File: src/rtl/modem_format_pkg.sv
// constants and types shared by the modem format configuration block
// assumes a single 8-bit configuration register file reached by byte address
package modem_format_pkg;

	// register map
	localparam logic [7:0] MODEM_FMT_ADDR = 8'h12;
	localparam logic [7:0] MODEM_FMT_RESET = 8'h02;
	localparam logic [7:0] READ_UNMAPPED = 8'h00;

	// field positions inside modem_format_control
	localparam int BYPASS_BIT = 7;
	localparam int MOD_LSB = 4;
	localparam int MANCH_BIT = 3;
	localparam int SYNC_LSB = 0;

	// sync qualifier thresholds
	localparam logic [5:0] SYNC16_LEN = 6'h10;
	localparam logic [5:0] SYNC32_LEN = 6'h20;
	localparam logic [5:0] SYNC16_LOOSE = 6'h0f;
	localparam logic [5:0] SYNC32_LOOSE = 6'h1e;

	typedef enum logic [2:0] {
		MOD_2FSK = 3'h0,
		MOD_GFSK = 3'h1,
		MOD_OOK = 3'h3,
		MOD_4FSK = 3'h4
	} modulation_select_e;

	// base sync criterion in the low two qualifier bits
	typedef enum logic [1:0] {
		SYNC_NONE = 2'h0,
		SYNC_15_16 = 2'h1,
		SYNC_16_16 = 2'h2,
		SYNC_30_32 = 2'h3
	} sync_base_e;

	// field layout matches the register bit order
	typedef struct packed {
		logic dc_block_bypass;
		logic [2:0] modulation_select;
		logic manchester_en;
		logic [2:0] sync_qualifier;
	} modem_format_control_s;

	// manchester phase, one-hot
	typedef enum logic [1:0] {
		HALF_FIRST = 2'b01,
		HALF_SECOND = 2'b10
	} chip_half_e;

endpackage

File: src/rtl/sync_correlator.sv
// sliding 32-bit correlator against a 16-bit sync word sent twice
// assumes bits arrive one per strobe, oldest bit shifted out first
`timescale 1ns/1ps
module sync_correlator #(
	parameter int WORD_W = 16
) (
	input wire logic clk_in,
	input wire logic rst_in,
	input wire logic clear_in,
	input wire logic bit_in,
	input wire logic bit_valid_in,
	input wire logic [WORD_W-1:0] sync_word_in,
	output logic [5:0] low_match_out,
	output logic [5:0] full_match_out,
	output logic [5:0] fill_out
);
	logic [2*WORD_W-1:0] shift_reg;
	logic [5:0] fill_reg;
	logic [2*WORD_W-1:0] agree;

	// history of received bits, newest in bit 0
	always_ff @(posedge clk_in or posedge rst_in) begin
		if (rst_in) begin
			shift_reg <= '0;
		end else if (bit_valid_in) begin
			shift_reg <= {shift_reg[2*WORD_W-2:0], bit_in};
		end
	end

	// count of bits seen, so a window holding fewer bits than the searched word never qualifies
	always_ff @(posedge clk_in or posedge rst_in) begin
		if (rst_in) begin
			fill_reg <= '0;
		end else if (clear_in) begin
			fill_reg <= '0;
		end else if (bit_valid_in && fill_reg < 6'(2 * WORD_W)) begin
			fill_reg <= fill_reg + 6'h01;
		end
	end

	// per-bit agreement with the doubled word
	genvar i;
	generate
		for (i = 0; i < 2 * WORD_W; i++) begin : g_agree
			assign agree[i] = ~(shift_reg[i] ^ sync_word_in[i % WORD_W]);
		end
	endgenerate

	// population counts of agreeing bits
	always_comb begin
		low_match_out = '0;
		full_match_out = '0;
		for (int k = 0; k < 2 * WORD_W; k++) begin
			if (k < WORD_W) begin
				low_match_out = low_match_out + 6'(agree[k]);
			end
			full_match_out = full_match_out + 6'(agree[k]);
		end
	end

	assign fill_out = fill_reg;
endmodule

File: src/rtl/modem_format_config.sv
// modem format configuration register with the logic it steers:
// dc block bypass, modulation select, manchester coding, sync qualifier
// assumes a register port from the serial interface, synchronous to CLK_IN
`timescale 1ns/1ps
// Functional notes
// - bit 7 zero keeps dc block filter active, one bypasses it
// - bits 6:4 select 2-FSK, GFSK, OOK or 4-FSK; other codes reserved
// - bit 3 enables manchester encode and decode; off in async serial mode
// - qualifier 0 or 4 turns sync word detection off
// - qualifier 1,2,5,6 search 16-bit word; 2,6 exact, 1,5 allow 15/16
// - qualifier 3 and 7 search doubled word, at least 30 of 32 match
// - qualifier 4 to 7 additionally require carrier above threshold
module modem_format_config
#(
	parameter int WORD_W = 16
) (
	input wire logic CLK_IN,
	input wire logic RST_IN,
	input wire logic [7:0] REG_ADDR_IN,
	input wire logic REG_WR_IN,
	input wire logic REG_RD_IN,
	input wire logic [7:0] REG_WDATA_IN,
	output logic [7:0] REG_RDATA_OUT,
	output logic REG_RVALID_OUT,
	output logic DC_BLOCK_BYPASS_OUT,
	output modem_format_pkg::modulation_select_e MODULATION_SELECT_OUT,
	output logic MANCHESTER_EN_OUT,
	input wire logic TX_DATA_IN,
	input wire logic TX_CHIP_STROBE_IN,
	output logic TX_CHIP_OUT,
	output logic TX_DATA_TAKE_OUT,
	input wire logic RX_CHIP_IN,
	input wire logic RX_CHIP_STROBE_IN,
	output logic RX_DATA_OUT,
	output logic RX_DATA_VALID_OUT,
	output logic RX_CODE_ERR_OUT,
	input wire logic [WORD_W-1:0] SYNC_WORD_IN,
	input wire logic CARRIER_ABOVE_IN,
	input wire logic SYNC_RESTART_IN,
	output logic SYNC_SEARCH_OUT,
	output logic SYNC_FOUND_OUT
);
	import modem_format_pkg::*;

	modem_format_control_s ctrl_reg;
	chip_half_e tx_half_reg;
	chip_half_e rx_half_reg;
	logic tx_hold_reg;
	logic rx_first_reg;
	logic rx_bit;
	logic rx_bit_valid;
	logic [5:0] low_match;
	logic [5:0] full_match;
	logic [5:0] fill;
	sync_base_e sync_base;
	logic sync_enabled;
	logic criterion_met;
	logic hit;

	// host register write; reserved codes are stored as written
	always_ff @(posedge CLK_IN or posedge RST_IN) begin
		if (RST_IN) begin
			ctrl_reg <= modem_format_control_s'(MODEM_FMT_RESET);
		end else if (REG_WR_IN && REG_ADDR_IN == MODEM_FMT_ADDR) begin
			ctrl_reg <= modem_format_control_s'(REG_WDATA_IN);
		end
	end

	// registered read answer, one cycle after the request
	always_ff @(posedge CLK_IN or posedge RST_IN) begin
		if (RST_IN) begin
			REG_RDATA_OUT <= READ_UNMAPPED;
			REG_RVALID_OUT <= 1'b0;
		end else begin
			REG_RVALID_OUT <= REG_RD_IN;
			if (REG_RD_IN && REG_ADDR_IN == MODEM_FMT_ADDR) begin
				REG_RDATA_OUT <= ctrl_reg;
			end else if (REG_RD_IN) begin
				REG_RDATA_OUT <= READ_UNMAPPED;
			end
		end
	end

	// configuration fields to the analogue and demodulator sides;
	// the data rate limit on bypass is the host's to keep
	always_ff @(posedge CLK_IN or posedge RST_IN) begin
		if (RST_IN) begin
			DC_BLOCK_BYPASS_OUT <= 1'b0;
			MODULATION_SELECT_OUT <= MOD_2FSK;
			MANCHESTER_EN_OUT <= 1'b0;
		end else begin
			DC_BLOCK_BYPASS_OUT <= ctrl_reg.dc_block_bypass;
			MODULATION_SELECT_OUT <=
				modulation_select_e'(ctrl_reg.modulation_select);
			MANCHESTER_EN_OUT <= ctrl_reg.manchester_en;
		end
	end

	// transmit chips: plain, or data then its inverse per bit
	always_ff @(posedge CLK_IN or posedge RST_IN) begin
		if (RST_IN) begin
			tx_half_reg <= HALF_FIRST;
			tx_hold_reg <= 1'b0;
			TX_CHIP_OUT <= 1'b0;
			TX_DATA_TAKE_OUT <= 1'b0;
		end else begin
			TX_DATA_TAKE_OUT <= 1'b0;
			if (TX_CHIP_STROBE_IN) begin
				if (!ctrl_reg.manchester_en) begin
					TX_CHIP_OUT <= TX_DATA_IN;
					TX_DATA_TAKE_OUT <= 1'b1;
					tx_half_reg <= HALF_FIRST;
				end else begin
					case (tx_half_reg)
					HALF_FIRST: begin
						TX_CHIP_OUT <= TX_DATA_IN;
						tx_hold_reg <= TX_DATA_IN;
						tx_half_reg <= HALF_SECOND;
					end
					HALF_SECOND: begin
						TX_CHIP_OUT <= ~tx_hold_reg;
						TX_DATA_TAKE_OUT <= 1'b1;
						tx_half_reg <= HALF_FIRST;
					end
					default: begin
						tx_half_reg <= HALF_FIRST;
					end
					endcase
				end
			end
		end
	end

	// receive chip pairing; a pair of equal chips is a code error.
	// pairing restarts on SYNC_RESTART_IN, so alignment rests on the first chip after it
	always_ff @(posedge CLK_IN or posedge RST_IN) begin
		if (RST_IN) begin
			rx_half_reg <= HALF_FIRST;
			rx_first_reg <= 1'b0;
		end else if (!ctrl_reg.manchester_en || SYNC_RESTART_IN) begin
			rx_half_reg <= HALF_FIRST;
		end else if (RX_CHIP_STROBE_IN) begin
			case (rx_half_reg)
			HALF_FIRST: begin
				rx_first_reg <= RX_CHIP_IN;
				rx_half_reg <= HALF_SECOND;
			end
			HALF_SECOND: begin
				rx_half_reg <= HALF_FIRST;
			end
			default: begin
				rx_half_reg <= HALF_FIRST;
			end
			endcase
		end
	end

	// decoded bit stream feeding the correlator
	always_comb begin
		if (ctrl_reg.manchester_en) begin
			rx_bit = rx_first_reg;
			rx_bit_valid = RX_CHIP_STROBE_IN && rx_half_reg == HALF_SECOND
				&& !SYNC_RESTART_IN;
		end else begin
			rx_bit = RX_CHIP_IN;
			rx_bit_valid = RX_CHIP_STROBE_IN;
		end
	end

	// decoded data out, with the pair error flag
	always_ff @(posedge CLK_IN or posedge RST_IN) begin
		if (RST_IN) begin
			RX_DATA_OUT <= 1'b0;
			RX_DATA_VALID_OUT <= 1'b0;
			RX_CODE_ERR_OUT <= 1'b0;
		end else begin
			RX_DATA_VALID_OUT <= rx_bit_valid;
			RX_CODE_ERR_OUT <= rx_bit_valid && ctrl_reg.manchester_en
				&& (rx_first_reg == RX_CHIP_IN);
			if (rx_bit_valid) begin
				RX_DATA_OUT <= rx_bit;
			end
		end
	end

	sync_correlator #(
		.WORD_W(WORD_W)
	) u_corr (
		.clk_in(CLK_IN),
		.rst_in(RST_IN),
		.clear_in(SYNC_RESTART_IN || hit),
		.bit_in(rx_bit),
		.bit_valid_in(rx_bit_valid),
		.sync_word_in(SYNC_WORD_IN),
		.low_match_out(low_match),
		.full_match_out(full_match),
		.fill_out(fill)
	);

	// qualifier decode; the carrier bit adds to, never replaces, the
	// word criterion, so mode 4 also searches nothing
	always_comb begin
		sync_base = sync_base_e'(ctrl_reg.sync_qualifier[1:0]);
		sync_enabled = sync_base != SYNC_NONE;
		case (sync_base)
		SYNC_15_16: begin
			criterion_met = fill >= SYNC16_LEN
				&& low_match >= SYNC16_LOOSE;
		end
		SYNC_16_16: begin
			criterion_met = fill >= SYNC16_LEN
				&& low_match == SYNC16_LEN;
		end
		SYNC_30_32: begin
			criterion_met = fill >= SYNC32_LEN
				&& full_match >= SYNC32_LOOSE;
		end
		default: begin
			criterion_met = 1'b0;
		end
		endcase
		hit = criterion_met && (!ctrl_reg.sync_qualifier[2]
			|| CARRIER_ABOVE_IN);
	end

	// sync report: one pulse per hit, window restarts after it
	always_ff @(posedge CLK_IN or posedge RST_IN) begin
		if (RST_IN) begin
			SYNC_SEARCH_OUT <= 1'b0;
			SYNC_FOUND_OUT <= 1'b0;
		end else begin
			SYNC_SEARCH_OUT <= sync_enabled;
			SYNC_FOUND_OUT <= hit;
		end
	end
endmodule

File: config.mk
export PLATFORM = sky130hd
export DESIGN_NAME = modem_format_config
export DESIGN_NICKNAME = d
export VERILOG_FILES = /design/src/rtl/modem_format_pkg.sv /design/src/rtl/sync_correlator.sv /design/src/rtl/modem_format_config.sv
export SDC_FILE = /design/constraint.sdc
export NUM_CORES = 1
export LEC_CHECK = 0
export BUFFER_PORTS_ARGS = -buffer_cell sky130_fd_sc_hd__buf_2
export CAP_MARGIN = 20
export CORE_ASPECT_RATIO = 1.1
export CORE_MARGIN = 8
export CORE_UTILIZATION = 40
export CTS_CLUSTER_SIZE = 30
export DETAILED_ROUTE_END_ITERATION = 10
export GPL_ROUTABILITY_DRIVEN = 0
export SETUP_SLACK_MARGIN = 0.5
export SYNTH_ARGS = -nofsm -noshare
export SYNTH_HDL_FRONTEND = slang
export SYNTH_HIERARCHICAL = 1
export SYNTH_SLANG_ARGS = --single-unit
File: constraint.sdc
create_clock -name CLK_IN -period 13.3 [get_ports CLK_IN]
set_input_delay 1.995 -clock CLK_IN [delete_from_list [all_inputs] [get_ports CLK_IN]]
set_output_delay 1.995 -clock CLK_IN [all_outputs]
set_load 0.005 [all_outputs]
==> results.py <==
metrics = {
    "status": {
        "status": "finished clean",
    },
    "global_routing": {
        "grt_usage_pct": 12.42,
        "grt_overflow": 0,
        "grt_max_degree": 39,
        "grt_pass1_wl_um": 13370,
        "antenna_found_initial": 0,
        "grt_pass1_vias": 2733,
    },
    "yosys": {
        "synth_compound_area_share_pct": 5.268,
        "ys_warn_count": 6,
        "synth_edf_count": 0,
        "yosys.area_share.simple_pct": 7.412,
        "ys_ff_latch": 73,
        "synth-adder-area-share_pct": 16.29,
        "synth_cell_type_count": 42,
        "synth_nets": 408,
        "synth_ff_type": "dfrtp_1",
        "async_reset_ff_share_pct": 100.0,
        "syn_inst": 326,
        "muxShareOfSynthArea_pct": 12.89,
        "synth_area_um2": 4085,
        "synth_top_family_by_area": "adder cells",
        "seq_area_frac_synth_pct": 44.81,
        "synth-xor-area-share_pct": 8.790,
        "synth_area_per_cell_um2": 12.53,
    },
    "critical_path": {
        "end_kind": "flop",
        "cp_max_fo": 7,
        "critPathKind": "in2reg",
        "start_kind": "primary input",
        "worstPathArrival_ns": 9.63,
        "required_ns": 13.53,
        "r2r_cells": 23,
    },
    "sta": {
        "fin_setup_tns_ns": 0,
        "fin_skew_ns": 0.01323,
        "setup_violations": 0,
        "worst_pin_slew_ns": 0.7646,
        "period_share_pct": 70.64,
        "finalHoldViolCount": 0,
        "relSlewSlack_pct": 49.03,
        "fmax_mhz": 106.4,
        "rsz0062_at_grt": "no",
        "min_period_ns": 9.395,
        "maxSlewViolCount": 0,
        "setup_ws_ns": 3.905,
    },
    "place": {
        "dp.cells": 503,
        "place_hpwl_um": 6248,
        "numPortBuffers": 62,
        "place_ws_ns": 3.523,
        "placedInstanceArea_um2": 4526,
    },
    "floorplan": {
        "core_um2": 9889,
        "start_util_pct": 41.31,
        "die_area_um2": 13710,
        "die_x_um": 112.4,
        "io_pins": 63,
        "rows": 38,
        "fp.dieH_um": 122.0,
    },
    "final_layout": {
        "nFillCells": 911,
        "layout_common_cells": "dfrtp_1, buf_2, mux2_2",
        "diodes": 0,
        "fin_nets": 476,
        "final_common_cell": "dfrtp_1",
        "syn_to_final_growth_pct": 15.87,
        "stdcell_area_um2": 4733,
        "final_cells": 519,
        "drive_gt1_share_pct": 33.08,
        "largest_register_ffs": 32,
    },
    "clocking": {
        "htreeDepth": 3,
        "clk_latency_ns": 0.35,
        "postCtsSetupRepairBufs": 0,
        "cts_tree": "built",
        "cts_buffer_depth": 2,
        "cts.sinks": 73,
        "ctsRootBufferMaster": "clkbuf_8",
        "cts_resized": 0,
        "clk_pin_slew_worst_paths_ns": 0.08,
        "cts_made_buffers": 9,
        "hold_buffers": 0,
    },
    "worst_hold_path": {
        "min_path_cells": 0,
        "worst_hold_path_type": "reg2reg",
    },
    "drt": {
        "viasPerCell": 4.813,
        "vias": 2498,
        "routed_wl_um": 7957,
        "detail-route-antenna-nets": 0,
        "drt-initial-drc-count": 61,
        "first_pass_iters": 6,
        "wire_per_inst_um": 15.33,
        "drcViolationCount": 0,
    },
    "job": {
        "max-cap-violations": 0,
    },
}
## logic make-up after synthesis
group / count (synthesis)
other cells: 1
fa+ha+maj: 40
xor+xnor: 41
mux: 47
flops: 73
compound gates: 34
buf+inv: 45
simple gates: 45
## worst max-delay path, stage by stage
cell and delay [ns]:
buf_2 0.12, xor2_1 0.16, fa_1 0.53, fa_1 0.52, fa_1 0.53, fa_1 0.56
inv_1 0.04, ha_1 0.31, inv_1 0.07, fa_1 0.51, fa_1 0.52, fa_1 0.54
inv_1 0.05, fa_1 0.50, fa_1 0.48, fa_1 0.42, a21o_1 0.19, a21oi_1 0.16
xnor2_1 0.13, a41oi_1 0.11, or4_1 0.49, o211ai_1 0.27, nor2b_1 0.11, mux2_1 0.31
## final timing paths
path / startpoint / slack [ns] / end
min: ctrl_reg[6]$_DFFE_PP0P_ / 0.40 / MODULATION_SELECT_OUT[2]$_DFF_PP0_
min reg2reg: ctrl_reg[6]$_DFFE_PP0P_ / 0.40 / MODULATION_SELECT_OUT[2]$_DFF_PP0_
max reg2reg: u_corr/shift_reg[0]$_DFFE_PP0P_ / 5.24 / u_corr/fill_out[3]$_DFFE_PP0P_
min in group asynchronous: RST_IN / 1.74 / REG_RDATA_OUT[4]$_DFFE_PP0P_
max: SYNC_WORD_IN[0] / 3.91 / u_corr/fill_out[3]$_DFFE_PP0P_
max in group asynchronous: RST_IN / 11.18 / u_corr/shift_reg[15]$_DFFE_PP0P_
## final cells by class
| type | instances | area (um^2) | share of cell area (%) |
|---|---|---|---|
| sequential | 73 | 1831 | 38.67 |
| timing repair buffer | 65 | 332.8 | 7.031 |
| clock buffer | 12 | 155.1 | 3.278 |
| tap | 120 | 150.1 | 3.172 |
| clock inverter | 4 | 52.55 | 1.110 |
| multi-input combinational | 208 | 2073 | 43.80 |
| inverter | 37 | 138.9 | 2.934 |
## cells in the mapped netlist (all sizes together) (2+ instances only)
library cell  instances  area [um^2]
nor2b                 3        18.77
nor4b                 2        47.55
fa                   22        440.4
nand4                 2        12.51
nand3                 2        22.52
o22ai                 8        50.05
a21oi                 5        25.02
dfstp                 3        78.83
dfrtp                70         1752
clkbuf                2        7.510
inv                  37        138.9
xor2                 25        219.0
o21ai                 9        45.04
ha                   18        225.2
nand2                12        45.04
mux2i                 2        20.02
nand3b                4        42.54
o211ai                2        15.01
buf                   6        35.03
nand2b                2        12.51
o21a                  4        30.03
nor2                  9        33.78
mux2                 45        506.7
or4                   2        15.01
xnor2                16        140.1
a21o                  2        15.01
## per-layer routing
layer | track usage [%] | vias up | routed length (um)
li1 | - | 1219 | -
met1 | 14.46 | 1234 | 3445
met2 | 21.05 | 36 | 4031
met3 | 4.406 | 9 | 379
met4 | 4.051 | 0 | 101
met5 | 0 | - | 0
## per-stage QoR
stage,utilization (%),hold slack (ns)
6_report,47.86,0.4036
5_1_grt,47.86,0.4220
4_1_cts,47.86,0.4064
3_5_place_dp,45.76,0.3887
3_3_place_gp,45.76,0.3799
2_1_floorplan,-,0.3487
Power is left out: the tool's default activity adds up to more than one toggle a clock period on the data nets, which glitch-free logic cannot reach.
